<file path="src/dbc_pkg.sv">
// constants, command codes and states for the four-bank ddr2 command issuer
// assumes the memory clock equals core_clk, one command slot per cycle
package dbc_pkg;
	localparam int CLK_PS = 5000;
	localparam int T_RCD_PS = 15000;
	localparam int T_RP_PS = 15000;
	localparam int T_RFC_PS = 105000;
	localparam int T_WR_PS = 15000;
	localparam int T_WTR_PS = 7500;
	localparam int MRD_CYC = 2;
	localparam int WTR_MIN_CYC = 2;
	// least times round up to whole cycles
	localparam int RCD_CYC = (T_RCD_PS + CLK_PS - 1) / CLK_PS;
	localparam int RP_CYC = (T_RP_PS + CLK_PS - 1) / CLK_PS;
	localparam int RFC_CYC = (T_RFC_PS + CLK_PS - 1) / CLK_PS;
	localparam int WR_CYC = (T_WR_PS + CLK_PS - 1) / CLK_PS;
	localparam int WTR_RAW = (T_WTR_PS + CLK_PS - 1) / CLK_PS;
	localparam int WTR_CYC = (WTR_RAW > WTR_MIN_CYC) ? WTR_RAW : WTR_MIN_CYC;
	localparam int AP_BIT = 10;
	localparam int BANKS = 4;
	localparam int CNT_W = 8;
	// {ras_n, cas_n, we_n} with chip select low
	localparam logic [2:0] PAT_NOP = 3'h7;
	localparam logic [2:0] PAT_REF = 3'h1;
	localparam logic [2:0] PAT_LMR = 3'h0;
	localparam logic [2:0] PAT_ACT = 3'h3;
	localparam logic [2:0] PAT_RD = 3'h5;
	localparam logic [2:0] PAT_WR = 3'h4;
	localparam logic [2:0] PAT_PRE = 3'h2;
	typedef enum logic [2:0] {
		CMD_NOP = 3'h0,
		CMD_ACT = 3'h1,
		CMD_RD = 3'h2,
		CMD_WR = 3'h3,
		CMD_PRE = 3'h4,
		CMD_PREA = 3'h5,
		CMD_REF = 3'h6,
		CMD_LMR = 3'h7
	} dbc_cmd_t;
	typedef enum logic [2:0] {
		ST_RESET = 3'h1,
		ST_WAKE = 3'h2,
		ST_RUN = 3'h4
	} dbc_state_t;
endpackage

</file>
<file path="src/dbc_ctrl.sv">
// host-side command issuer for a four-bank ddr2 device with per-bank legality
// assumes requests come from logic on core_clk; pins feed the device directly
`timescale 1ns/1ps
module dbc_ctrl #(
	parameter int CL = 4,
	parameter int BL = 4,
	parameter int ROW_W = 14
) (
	// clock, reset, freeze
	input wire logic core_clk,
	input wire logic reset,
	input wire logic clkEn,
	// request port
	input wire logic reqValid,
	input wire dbc_pkg::dbc_cmd_t reqCmd,
	input wire logic [1:0] reqBank,
	input wire logic [ROW_W-1:0] reqAddr,
	input wire logic reqAutoPre,
	output logic reqDone,
	output logic reqIllegal,
	output logic [3:0] bankOpen,
	// device command pins
	output logic ddrCke,
	output logic ddrCsN,
	output logic ddrRasN,
	output logic ddrCasN,
	output logic ddrWeN,
	output logic [1:0] ddrBa,
	output logic [ROW_W-1:0] ddrAddr
);
	localparam int BURST = BL / 2;
	localparam int RD_WR_CYC = BURST + 2;
	localparam int WR_RD_CYC = (CL - 1) + BURST + dbc_pkg::WTR_CYC;
	localparam int WR_PRE_CYC = (CL - 1) + BURST + dbc_pkg::WR_CYC;
	localparam int RDAP_CYC = BURST + dbc_pkg::RP_CYC;
	localparam int WRAP_CYC = WR_PRE_CYC + dbc_pkg::RP_CYC;
	localparam int W = dbc_pkg::CNT_W;
	// counters hold cycles still to wait minus one, so zero means go now
	localparam logic [W-1:0] L_RCD = W'(dbc_pkg::RCD_CYC - 1);
	localparam logic [W-1:0] L_RP = W'(dbc_pkg::RP_CYC - 1);
	localparam logic [W-1:0] L_RFC = W'(dbc_pkg::RFC_CYC - 1);
	localparam logic [W-1:0] L_MRD = W'(dbc_pkg::MRD_CYC - 1);
	localparam logic [W-1:0] L_BURST = W'(BURST - 1);
	localparam logic [W-1:0] L_RD_WR = W'(RD_WR_CYC - 1);
	localparam logic [W-1:0] L_WR_RD = W'(WR_RD_CYC - 1);
	localparam logic [W-1:0] L_WR_PRE = W'(WR_PRE_CYC - 1);
	localparam logic [W-1:0] L_RDAP = W'(RDAP_CYC - 1);
	localparam logic [W-1:0] L_WRAP = W'(WRAP_CYC - 1);
	localparam logic [W-1:0] ONE = W'(1);

	// counters are CNT_W bits wide and a10 must exist, so refuse what they cannot hold
	if ((BL != 4 && BL != 8) || CL < 3 || CL > 7 || ROW_W < 11 || WRAP_CYC > 250
		|| dbc_pkg::RFC_CYC > 250)
	begin : g_bad_param
		$error("dbc_ctrl: burst length, cas latency, width or timing count not supported");
	end

	dbc_pkg::dbc_state_t stateQ;
	logic openQ [dbc_pkg::BANKS];
	logic [W-1:0] lockQ [dbc_pkg::BANKS];
	logic [W-1:0] preWaitQ [dbc_pkg::BANKS];
	logic [dbc_pkg::BANKS-1:0] bankFree;
	logic [dbc_pkg::BANKS-1:0] bankPreOk;
	logic [W-1:0] lockAllQ;
	logic [W-1:0] gapRdQ;
	logic [W-1:0] gapWrQ;
	logic reqDoneQ;
	logic reqIllegalQ;
	logic legal;
	logic illegal;
	logic go;
	logic bad;
	logic allClosed;
	logic selOpen;
	logic selFree;
	logic selPreOk;

	// power-on: raise cke, then wait one more edge so two samples are high
	always_ff @(posedge core_clk)
	begin
		if (reset)
		begin
			stateQ <= dbc_pkg::ST_RESET;
			ddrCke <= 1'b0;
		end
		else if (clkEn)
		begin
			unique case (stateQ)
				dbc_pkg::ST_RESET:
				begin
					stateQ <= dbc_pkg::ST_WAKE;
					ddrCke <= 1'b1;
				end
				dbc_pkg::ST_WAKE:
					stateQ <= dbc_pkg::ST_RUN;
				dbc_pkg::ST_RUN:
					stateQ <= dbc_pkg::ST_RUN;
				default:
					stateQ <= dbc_pkg::ST_RESET;
			endcase
		end
	end

	// per-bank row flag and lockout timers
	genvar b;
	generate
		for (b = 0; b < dbc_pkg::BANKS; b++)
		begin : g_bank
			logic hit;
			assign hit = go && (reqBank == 2'(b));
			assign bankFree[b] = (lockQ[b] == '0);
			assign bankPreOk[b] = (lockQ[b] == '0) && (preWaitQ[b] == '0);
			assign bankOpen[b] = openQ[b];
			always_ff @(posedge core_clk)
			begin
				if (reset)
				begin
					openQ[b] <= 1'b0;
					lockQ[b] <= '0;
					preWaitQ[b] <= '0;
				end
				else if (clkEn)
				begin
					if (go && reqCmd == dbc_pkg::CMD_PREA)
						openQ[b] <= 1'b0;
					else if (hit && reqCmd == dbc_pkg::CMD_ACT)
					begin
						openQ[b] <= 1'b1;
						lockQ[b] <= L_RCD;
					end
					else if (hit && reqCmd == dbc_pkg::CMD_PRE)
					begin
						openQ[b] <= 1'b0;
						lockQ[b] <= L_RP;
					end
					else if (hit && reqCmd == dbc_pkg::CMD_RD && reqAutoPre)
					begin
						// internal precharge starts when the burst has left
						openQ[b] <= 1'b0;
						lockQ[b] <= L_RDAP;
					end
					else if (hit && reqCmd == dbc_pkg::CMD_WR && reqAutoPre)
					begin
						openQ[b] <= 1'b0;
						lockQ[b] <= L_WRAP;
					end
					else if (hit && reqCmd == dbc_pkg::CMD_RD)
						preWaitQ[b] <= L_BURST;
					else if (hit && reqCmd == dbc_pkg::CMD_WR)
						preWaitQ[b] <= L_WR_PRE;
					else
					begin
						if (lockQ[b] != '0)
							lockQ[b] <= lockQ[b] - ONE;
						if (preWaitQ[b] != '0)
							preWaitQ[b] <= preWaitQ[b] - ONE;
					end
				end
			end
		end
	endgenerate

	// legality of the waiting request against bank and device state
	always_comb
	begin
		allClosed = !(openQ[0] || openQ[1] || openQ[2] || openQ[3]);
		selOpen = openQ[reqBank];
		selFree = bankFree[reqBank];
		selPreOk = bankPreOk[reqBank];
		legal = 1'b0;
		illegal = 1'b0;
		unique case (reqCmd)
			dbc_pkg::CMD_NOP:
				legal = 1'b1;
			dbc_pkg::CMD_ACT:
			begin
				illegal = selOpen;
				legal = selFree;
			end
			dbc_pkg::CMD_RD:
			begin
				illegal = !selOpen;
				legal = selFree && (gapRdQ == '0);
			end
			dbc_pkg::CMD_WR:
			begin
				illegal = !selOpen;
				legal = selFree && (gapWrQ == '0);
			end
			dbc_pkg::CMD_PRE:
				legal = selPreOk;
			dbc_pkg::CMD_PREA:
				legal = &bankPreOk;
			dbc_pkg::CMD_REF, dbc_pkg::CMD_LMR:
			begin
				illegal = !allClosed;
				legal = (&bankFree) && gapRdQ == '0 && gapWrQ == '0;
			end
		endcase
		go = clkEn && stateQ == dbc_pkg::ST_RUN && reqValid && !reqDoneQ && lockAllQ == '0
			&& legal && !illegal;
		bad = clkEn && stateQ == dbc_pkg::ST_RUN && reqValid && !reqDoneQ && illegal;
	end

	// device-wide lockouts and bus turnaround spacing
	always_ff @(posedge core_clk)
	begin
		if (reset)
		begin
			lockAllQ <= '0;
			gapRdQ <= '0;
			gapWrQ <= '0;
		end
		else if (clkEn)
		begin
			if (go && reqCmd == dbc_pkg::CMD_REF)
				lockAllQ <= L_RFC;
			else if (go && reqCmd == dbc_pkg::CMD_PREA)
				lockAllQ <= L_RP;
			else if (go && reqCmd == dbc_pkg::CMD_LMR)
				lockAllQ <= L_MRD;
			else if (lockAllQ != '0)
				lockAllQ <= lockAllQ - ONE;
			// read and write data share one bus; these gaps keep them apart
			if (go && reqCmd == dbc_pkg::CMD_RD)
			begin
				gapRdQ <= L_BURST;
				gapWrQ <= L_RD_WR;
			end
			else if (go && reqCmd == dbc_pkg::CMD_WR)
			begin
				gapRdQ <= L_WR_RD;
				gapWrQ <= L_BURST;
			end
			else
			begin
				if (gapRdQ != '0)
					gapRdQ <= gapRdQ - ONE;
				if (gapWrQ != '0)
					gapWrQ <= gapWrQ - ONE;
			end
		end
	end

	// command pins: deselect in every slot without an issued command
	always_ff @(posedge core_clk)
	begin
		if (reset)
		begin
			ddrCsN <= 1'b1;
			{ddrRasN, ddrCasN, ddrWeN} <= dbc_pkg::PAT_NOP;
			ddrBa <= '0;
			ddrAddr <= '0;
		end
		else if (clkEn)
		begin
			ddrCsN <= !(go && reqCmd != dbc_pkg::CMD_NOP);
			ddrBa <= reqBank;
			ddrAddr <= reqAddr;
			{ddrRasN, ddrCasN, ddrWeN} <= dbc_pkg::PAT_NOP;
			if (go)
			begin
				unique case (reqCmd)
					dbc_pkg::CMD_NOP:
						{ddrRasN, ddrCasN, ddrWeN} <= dbc_pkg::PAT_NOP;
					dbc_pkg::CMD_ACT:
						{ddrRasN, ddrCasN, ddrWeN} <= dbc_pkg::PAT_ACT;
					dbc_pkg::CMD_RD:
					begin
						{ddrRasN, ddrCasN, ddrWeN} <= dbc_pkg::PAT_RD;
						ddrAddr[dbc_pkg::AP_BIT] <= reqAutoPre;
					end
					dbc_pkg::CMD_WR:
					begin
						{ddrRasN, ddrCasN, ddrWeN} <= dbc_pkg::PAT_WR;
						ddrAddr[dbc_pkg::AP_BIT] <= reqAutoPre;
					end
					dbc_pkg::CMD_PRE:
					begin
						{ddrRasN, ddrCasN, ddrWeN} <= dbc_pkg::PAT_PRE;
						ddrAddr[dbc_pkg::AP_BIT] <= 1'b0;
					end
					dbc_pkg::CMD_PREA:
					begin
						{ddrRasN, ddrCasN, ddrWeN} <= dbc_pkg::PAT_PRE;
						ddrAddr[dbc_pkg::AP_BIT] <= 1'b1;
					end
					dbc_pkg::CMD_REF:
						{ddrRasN, ddrCasN, ddrWeN} <= dbc_pkg::PAT_REF;
					dbc_pkg::CMD_LMR:
						{ddrRasN, ddrCasN, ddrWeN} <= dbc_pkg::PAT_LMR;
				endcase
			end
		end
	end

	// request answers; an illegal request is dropped and never reaches the pins
	always_ff @(posedge core_clk)
	begin
		if (reset)
		begin
			reqDoneQ <= 1'b0;
			reqIllegalQ <= 1'b0;
		end
		else if (clkEn)
		begin
			reqDoneQ <= go || bad;
			reqIllegalQ <= bad;
		end
	end
	assign reqDone = reqDoneQ;
	assign reqIllegal = reqIllegalQ;

	// helper counters that measure pin spacing for the checks below
	logic [2:0] pinCmd;
	logic pinLive;
	logic [W-1:0] sinceRefQ;
	logic [W-1:0] sincePreaQ;
	logic [W-1:0] sinceLmrQ;
	logic [W-1:0] sinceActQ;
	logic [W-1:0] sinceRdQ;
	logic [W-1:0] sinceWrQ;
	logic [1:0] lastActBaQ;
	logic ckePrevQ;
	assign pinCmd = {ddrRasN, ddrCasN, ddrWeN};
	assign pinLive = !ddrCsN && pinCmd != dbc_pkg::PAT_NOP;

	function automatic logic [W-1:0] bump(input logic [W-1:0] v, input logic hitNow);
		logic [W-1:0] r;
		r = (v == '1) ? v : v + ONE;
		if (hitNow)
			r = ONE;
		return r;
	endfunction

	always_ff @(posedge core_clk)
	begin
		if (reset)
		begin
			sinceRefQ <= '1;
			sincePreaQ <= '1;
			sinceLmrQ <= '1;
			sinceActQ <= '1;
			sinceRdQ <= '1;
			sinceWrQ <= '1;
			lastActBaQ <= '0;
			ckePrevQ <= 1'b0;
		end
		else if (clkEn)
		begin
			ckePrevQ <= ddrCke;
			sinceRefQ <= bump(sinceRefQ, pinLive && pinCmd == dbc_pkg::PAT_REF);
			sincePreaQ <= bump(sincePreaQ, pinLive && pinCmd == dbc_pkg::PAT_PRE
				&& ddrAddr[dbc_pkg::AP_BIT]);
			sinceLmrQ <= bump(sinceLmrQ, pinLive && pinCmd == dbc_pkg::PAT_LMR);
			sinceActQ <= bump(sinceActQ, pinLive && pinCmd == dbc_pkg::PAT_ACT);
			sinceRdQ <= bump(sinceRdQ, pinLive && pinCmd == dbc_pkg::PAT_RD);
			sinceWrQ <= bump(sinceWrQ, pinLive && pinCmd == dbc_pkg::PAT_WR);
			if (pinLive && pinCmd == dbc_pkg::PAT_ACT)
				lastActBaQ <= ddrBa;
		end
	end
endmodule // dbc_ctrl

</file>
<file path="config.mk">
export PLATFORM = sky130hd
export DESIGN_NAME = dbc_ctrl
export DESIGN_NICKNAME = d
export VERILOG_FILES = /design/src/dbc_pkg.sv /design/src/dbc_ctrl.sv
export SDC_FILE = /design/constraint.sdc
export NUM_CORES = 1
export LEC_CHECK = 0
export BUFFER_PORTS_ARGS = -buffer_cell sky130_fd_sc_hd__clkbuf_2
export CAP_MARGIN = 20
export CELL_PAD_IN_SITES_DETAIL_PLACEMENT = 1
export CELL_PAD_IN_SITES_GLOBAL_PLACEMENT = 1
export CORE_AREA = 2 2 124 126
export DETAILED_ROUTE_END_ITERATION = 10
export DIE_AREA = 0 0 126 128
export HOLD_SLACK_MARGIN = 0.15
export PLACE_DENSITY_LB_ADDON = 0.3
export RECOVER_POWER = 25
export SLEW_MARGIN = 5
export SYNTH_ARGS = -nofsm -noshare
export SYNTH_HDL_FRONTEND = slang
export SYNTH_SLANG_ARGS = --single-unit
</file>
<file path="constraint.sdc">
create_clock -name core_clk -period 3.9 [get_ports core_clk]
set_clock_uncertainty 0.05 [all_clocks]
set_input_delay 0.78 -clock core_clk [delete_from_list [all_inputs] [get_ports core_clk]]
set_output_delay 0.78 -clock core_clk [all_outputs]
set_load 0.02 [all_outputs]
</file>
# Word-level counts from Yosys, hierarchy flattened
# Memory sizes are Yosys's and may differ from the RTL's.
# Cells that the tools add are included.
[op_classes]
order_cmp = 1
reduce_logical = 100
bitwise_logic = 52
n_eq_ne = 13
muxes = 351
add_sub_neg = 11
[ops]
columns = ["op", "count"]
rows = [
  ["8-bit two-way mux", 42],
  ["1-bit two-way mux", 300],
  ["8-bit zero test", 11],
  ["8-bit nonzero test", 11],
  ["8-bit by 1-bit subtractor with 8-bit output, second input constant", 11],
  ["1-bit bitwise OR", 52],
  ["1-bit logical AND", 49],
  ["4-bit OR reduction", 4],
  ["3-bit equality test, second input constant", 5],
  ["3-bit by 2-bit equality test with 1-bit output, second input constant", 3],
  ["3-bit nonzero test", 3],
  ["2-bit AND reduction", 4],
  ["4-bit AND reduction", 2],
  ["1-bit one-hot mux with 7 select lines", 1],
  ["3-bit by 1-bit equality test with 1-bit output, second input constant", 2],
  ["1-bit one-hot mux with 2 select lines", 3],
  ["1-bit one-hot mux with 3 select lines", 2],
  ["3-bit one-hot mux with 2 select lines", 1],
  ["2-bit OR reduction", 3],
  ["5-bit OR reduction", 1],
  ["1-bit binary-select mux with 2-bit select", 2],
  ["2-bit equality test, second input constant", 2],
  ["1-bit zero test", 4],
  ["1-bit logical OR", 4],
  ["6 further kinds", 6],
]
[totals]
wordCells = 544
out_inout_bits = 27
input_bits = 24
ramBits = 68
mem_count = 3
regBits = 50
[memory_table]
columns = ["name", "words", "width", "rd", "rd_clocked_by_memory_dff", "wr", "line_no", "rtl"]
rows = [
  ["lockQ", 4, 8, 4, 0, 4, "dbc_ctrl.sv:60", "logic [W-1:0] lockQ [dbc_pkg::BANKS];"],
  ["preWaitQ", 4, 8, 4, 0, 4, "dbc_ctrl.sv:61", "logic [W-1:0] preWaitQ [dbc_pkg::BANKS];"],
  ["openQ", 4, 1, 5, 0, 4, "dbc_ctrl.sv:59", "logic openQ [dbc_pkg::BANKS];"],
]

# Longest topological paths before layout
[logic_depth]
word_depth = 21
mapped_depth = 10
depth_no_buf = 9

# Worst setup path after synthesis
# No wires, ideal clock.
[synth_path]
kind = "in2reg"
startpoint = "input port reqCmd[2]"
endpoint = "memory lockQ[2][0] (netlist bit) (enable)"
slack_ps = 534
t_arrival_ps = 2984
setup_ps = 332
cell_stages = 9
path_buffers = 2
required_time_ps = 3518
path_cell_list = "clkbuf_1 inv_1 ha_1 mux2i_1 and4_1 clkbuf_1 o311ai_4 o211ai_2 nand3_1"
[synth_rtl]
columns = ["element", "line_no", "rtl"]
rows = [
  ["start: declaration", "dbc_ctrl.sv:15", "input wire dbc_pkg::dbc_cmd_t reqCmd,"],
  ["end: declaration", "dbc_ctrl.sv:60", ""],
]

==> run_summary.xml <==
<?xml version="1.0" encoding="UTF-8"?>
<metrics>
  <group name="synthesis">
    <metric name="synth_top_family_by_area" unit="">simple AND/OR/NAND/NOR gates</metric>
    <metric name="synth_edf_count" unit="">68</metric>
    <metric name="synth_xor_area_share" unit="%">6.90</metric>
    <metric name="synth_compound_area_share" unit="%">15.3</metric>
    <metric name="ys_dominant_reg_cell" unit="">sky130_fd_sc_hd__edfxtp_1</metric>
    <metric name="synth_fp_nets" unit="">775</metric>
    <metric name="yosys.area_share.simple" unit="%">22.6</metric>
    <metric name="syn-mean-instance-area" unit="um^2">9.61</metric>
    <metric name="synthDistinctLibCells" unit="">81</metric>
    <metric name="synth_seq_area_share" unit="%">43.6</metric>
    <metric name="yosysWarningCount" unit="">0</metric>
    <metric name="ys_seq_elements" unit="">118</metric>
    <metric name="cell_area_after_synthesis" unit="um^2">6980</metric>
    <metric name="fraction_of_registers_with_async_set_or_reset_after_synthesis" unit="%">0</metric>
    <metric name="synthAdderAreaFrac" unit="%">4.30</metric>
    <metric name="synthMuxAreaShare" unit="%">3.49</metric>
    <metric name="number_of_cells_produced_by_synthesis" unit="">727</metric>
  </group>
  <group name="sta">
    <metric name="timing.final.setup_violations" unit="">0</metric>
    <metric name="post-route-worst-setup-slack" unit="ns">0.291</metric>
    <metric name="period_share" unit="%">92.5</metric>
    <metric name="finalWorstPathRequiredPeriod" unit="ns">3.61</metric>
    <metric name="final.hold.worst_slack" unit="ns">0.422</metric>
    <metric name="timing.final.max_slew_violations" unit="">0</metric>
    <metric name="worstMarginPinSlew" unit="ns">0.807</metric>
    <metric name="max_clock_freq" unit="MHz">277</metric>
    <metric name="grt_setup_unrepaired" unit="">no</metric>
    <metric name="hold_viol_final" unit="">0</metric>
    <metric name="totalNegativeSetupSlack" unit="ns">0</metric>
    <metric name="maxSlewHeadroom" unit="%">45.5</metric>
  </group>
  <group name="floorplanning">
    <metric name="io-pin-count" unit="">51</metric>
    <metric name="floorplan.core_area" unit="um^2">14900</metric>
    <metric name="die_height" unit="um">128</metric>
    <metric name="die_width" unit="um">126</metric>
    <metric name="initial_utilization" unit="%">47.0</metric>
    <metric name="die_area" unit="um^2">16100</metric>
    <metric name="number_of_core_rows" unit="">45</metric>
  </group>
  <group name="critical_path">
    <metric name="worst_ep_arrival_time" unit="ns">3.65</metric>
    <metric name="worstSetupPathType" unit="">reg -&gt; reg</metric>
    <metric name="worstPathCellList" unit="">o41ai_1 &gt; nor4bb_1 &gt; and3_1 &gt; nand2_1 &gt; o221a_2 &gt; or4_4 &gt; nand3_1</metric>
    <metric name="worst_r2r_path_depth" unit="">7</metric>
    <metric name="r2r-start" unit="">openQ[1]$_SDFFCE_PP0P_</metric>
    <metric name="cp.required" unit="ns">3.94</metric>
    <metric name="endpoint" unit="">lockQ[2][6]$_SDFFCE_PN0P_</metric>
    <metric name="cp_slowest_stage_delay" unit="ns">0.81</metric>
    <metric name="worst_setup_path_end_kind" unit="">register</metric>
    <metric name="regToRegEndpoint" unit="">lockQ[2][6]$_SDFFCE_PN0P_</metric>
    <metric name="reg2reg_setup_slack" unit="ns">0.29</metric>
    <metric name="critPathSlowestCell" unit="">sky130_fd_sc_hd__o41ai_1</metric>
    <metric name="critical_path.startpoint_type" unit="">register</metric>
    <metric name="critical_path_peak_fanout" unit="">8</metric>
    <metric name="worstSetupStartpoint" unit="">openQ[1]$_SDFFCE_PP0P_</metric>
  </group>
  <group name="detailed_routing">
    <metric name="routed-wl-met3" unit="um">956</metric>
    <metric name="drt_first_iter_violations" unit="">392</metric>
    <metric name="routedLengthMet1" unit="um">8800</metric>
    <metric name="vias_per_cell" unit="">5.95</metric>
    <metric name="topRoutingLayerUsed" unit="">met4</metric>
    <metric name="first_pass_iters" unit="">5</metric>
    <metric name="route.vias.total" unit="">6017</metric>
    <metric name="wl_per_cell" unit="um">20.3</metric>
    <metric name="drc_violation_count_after_routing" unit="">0</metric>
    <metric name="routed_wl" unit="um">20600</metric>
    <metric name="ant_nets" unit="">0</metric>
    <metric name="dr_wl_met2" unit="um">10200</metric>
  </group>
  <group name="global_routing">
    <metric name="grt_max_degree" unit="">41</metric>
    <metric name="grt_pass1_wl" unit="um">34000</metric>
    <metric name="grt.overflow.total" unit="">0</metric>
    <metric name="grtUsageTotal" unit="%">26.6</metric>
    <metric name="grt_pass1_vias" unit="">6473</metric>
    <metric name="antenna_violations_before_repair" unit="">0</metric>
  </group>
  <group name="clocking">
    <metric name="clkSlewWorstSetupHoldPaths" unit="ns">0.06</metric>
    <metric name="cts_hold_repair.buffers" unit="">0</metric>
    <metric name="tritoncts" unit="">yes</metric>
    <metric name="clock-root-buffer" unit="">sky130_fd_sc_hd__clkbuf_16</metric>
    <metric name="clk-insertion-delay-late" unit="ns">0.43</metric>
    <metric name="tritoncts.num_buffers" unit="">17</metric>
    <metric name="post_cts_buffers" unit="">0</metric>
    <metric name="cts_resized" unit="">0</metric>
    <metric name="htreeDepth" unit="">4</metric>
    <metric name="numClockSinks" unit="">118</metric>
    <metric name="cts.path.max_buffers" unit="">2</metric>
  </group>
  <group name="pwr">
    <metric name="irDropWorstVdd" unit="mV">0.357</metric>
    <metric name="static-leakage-power" unit="nW">3.13</metric>
    <metric name="power_per_cell_area" unit="nW/um^2">576</metric>
  </group>
  <group name="place">
    <metric name="post-place-ws" unit="ns">0.171</metric>
    <metric name="port_buffers" unit="">50</metric>
    <metric name="finalWeightedCongestion" unit="">0.935</metric>
    <metric name="place.detailed.hpwl" unit="um">15300</metric>
    <metric name="placed_cell_area" unit="um^2">7660</metric>
  </group>
  <group name="worst_hold_path">
    <metric name="worst_hold_path_type" unit="">reg -&gt; reg</metric>
  </group>
  <group name="final_layout">
    <metric name="number_of_filler_cells_placed_in_the_layout" unit="">1687</metric>
    <metric name="area_growth_syn_to_layout" unit="%">18.1</metric>
    <metric name="final_design_area_no_fill" unit="um^2">8250</metric>
    <metric name="layout.core_utilization" unit="%">55.5</metric>
    <metric name="antennaDiodeCount" unit="">0</metric>
    <metric name="nets" unit="">858</metric>
    <metric name="layout-drive-gt1-share" unit="%">16.4</metric>
  </group>
  <group name="outcome">
    <metric name="run_status" unit="">complete, no violations</metric>
  </group>
  <group name="job">
    <metric name="cap_violations" unit="">0</metric>
  </group>
</metrics>
## final cells by class
| type | count | area (um^2) | area share (%) |
|---|---|---|---|
| Inverter | 34 | 128 | 1.55 |
| Multi-Input combinational cell | 545 | 3670 | 44.5 |
| Sequential cell | 118 | 3040 | 36.9 |
| Timing Repair Buffer | 94 | 537 | 6.50 |
| Clock buffer | 22 | 495 | 6.00 |
| Tap cell | 188 | 235 | 2.85 |
| Clock inverter | 10 | 141 | 1.71 |
## cells in the mapped netlist (4+ instances only)
cell type	n	area, um^2
sky130_fd_sc_hd__nor2_1	125	469
sky130_fd_sc_hd__edfxtp_1	68	2040
sky130_fd_sc_hd__nand2_1	53	199
sky130_fd_sc_hd__dfxtp_1	50	1000
sky130_fd_sc_hd__inv_1	34	128
sky130_fd_sc_hd__xnor2_1	33	289
sky130_fd_sc_hd__nand3_1	30	150
sky130_fd_sc_hd__o22ai_1	25	156
sky130_fd_sc_hd__ha_1	24	300
sky130_fd_sc_hd__xor2_1	22	193
sky130_fd_sc_hd__a21oi_1	21	105
sky130_fd_sc_hd__mux2i_1	21	210
sky130_fd_sc_hd__clkbuf_1	19	71.3
sky130_fd_sc_hd__nor3_1	19	95.1
sky130_fd_sc_hd__nor4_1	15	93.8
sky130_fd_sc_hd__nand4_1	12	75.1
sky130_fd_sc_hd__o21ai_0	11	55.1
sky130_fd_sc_hd__nor3b_1	9	67.6
sky130_fd_sc_hd__o211ai_2	8	100
sky130_fd_sc_hd__a211o_1	7	61.3
sky130_fd_sc_hd__a31oi_1	7	43.8
sky130_fd_sc_hd__a21o_1	5	37.5
sky130_fd_sc_hd__and2_1	5	31.3
sky130_fd_sc_hd__and3_1	5	31.3
sky130_fd_sc_hd__buf_4	5	37.5
sky130_fd_sc_hd__o211ai_1	5	37.5
sky130_fd_sc_hd__nand2b_1	4	25.0
sky130_fd_sc_hd__nor2b_1	4	25.0
sky130_fd_sc_hd__o22ai_2	4	50.1
sky130_fd_sc_hd__o2bb2ai_1	4	35.0
sky130_fd_sc_hd__o31ai_1	4	30.0
## cell usage in the layout (no fill, tap or decap), types with 8 or more instances in the layout
| cell type | netlist | final |
|---|---|---|
| sky130_fd_sc_hd__nor3b_1 | 9 | 9 |
| sky130_fd_sc_hd__clkbuf_1 | 19 | 32 |
| sky130_fd_sc_hd__ha_1 | 24 | 24 |
| sky130_fd_sc_hd__o21ai_0 | 11 | 11 |
| sky130_fd_sc_hd__a21oi_1 | 21 | 21 |
| sky130_fd_sc_hd__o211ai_2 | 8 | 8 |
| sky130_fd_sc_hd__xnor2_1 | 33 | 33 |
| sky130_fd_sc_hd__inv_1 | 34 | 34 |
| sky130_fd_sc_hd__mux2i_1 | 21 | 21 |
| sky130_fd_sc_hd__nor4_1 | 15 | 15 |
| sky130_fd_sc_hd__nor3_1 | 19 | 19 |
| sky130_fd_sc_hd__xor2_1 | 22 | 22 |
| sky130_fd_sc_hd__edfxtp_1 | 68 | 68 |
| sky130_fd_sc_hd__clkbuf_16 | 0 | 18 |
| sky130_fd_sc_hd__dfxtp_1 | 50 | 50 |
| sky130_fd_sc_hd__o22ai_1 | 25 | 25 |
| sky130_fd_sc_hd__nand2_1 | 53 | 53 |
| sky130_fd_sc_hd__clkbuf_2 | 0 | 21 |
| sky130_fd_sc_hd__nand3_1 | 30 | 30 |
| sky130_fd_sc_hd__nand4_1 | 12 | 12 |
| sky130_fd_sc_hd__buf_4 | 5 | 42 |
| sky130_fd_sc_hd__nor2_1 | 125 | 125 |
## cells by family after synthesis
kind of cell    count (synthesis)
simple gates                  311
compound gates                132
flops                         118
buf+inv                        64
xor+xnor                       55
fa+ha+maj                      24
mux                            23
## how the worst min path moves through the flow
stage / startpoint / endpoint / slack, ns / cells after the start
after floorplan: stateQ[1]$_SDFFE_PP0P_ / stateQ[1]$_SDFFE_PP0P_ / 0.42 / 2
after global placement: reqIllegal$_SDFFE_PP0P_ / reqIllegal$_SDFFE_PP0P_ / 0.40 / 2
after detailed placement: ddrCke$_SDFFE_PP0P_ / ddrCke$_SDFFE_PP0P_ / 0.42 / 2
after CTS: ddrCke$_SDFFE_PP0P_ / ddrCke$_SDFFE_PP0P_ / 0.43 / 2
after global routing: reqIllegal$_SDFFE_PP0P_ / reqIllegal$_SDFFE_PP0P_ / 0.46 / 2
final: ddrCke$_SDFFE_PP0P_ / ddrCke$_SDFFE_PP0P_ / 0.42 / 2
## worst max-delay path, delay by kind of cell, from the launching register on
kind             cells  cell delay [ns]
AO/OA/AOI/OAI        2             1.06
flip-flops           1             0.47
AND/OR/NAND/NOR      5             1.69
## report_power, final
part           switching, mW  internal, mW  total [mW]
clock                  0.590          1.10        1.69
combinational          0.792         0.585        1.38
sequential             0.184          1.51        1.69
## through the flow
step	total power [mW]	instances
2_1_floorplan	2.62	727
4_1_cts	4.78	1011
5_1_grt	5.01	1011
6_report	4.76	1011
3_3_place_gp	2.99	979
3_5_place_dp	3.06	979
## sequential cells by signal (all words and copies together) (netlist names), 2 cells and up
signal	cells
ddrBa	2
gapRdQ	8
lockAllQ	8
openQ	4
stateQ	3
preWaitQ	32
gapWrQ	8
ddrAddr	14
lockQ	32
## routing by layer
| metal | vias to the layer above | GRT usage (%) |
|---|---|---|
| met5 | - | 0 |
| met4 | 0 | 11.0 |
| met3 | 43 | 4.51 |
| met2 | 158 | 45.9 |
| met1 | 2979 | 33.1 |
| li1 | 2837 | - |
(Power assumes the default switching activity.)
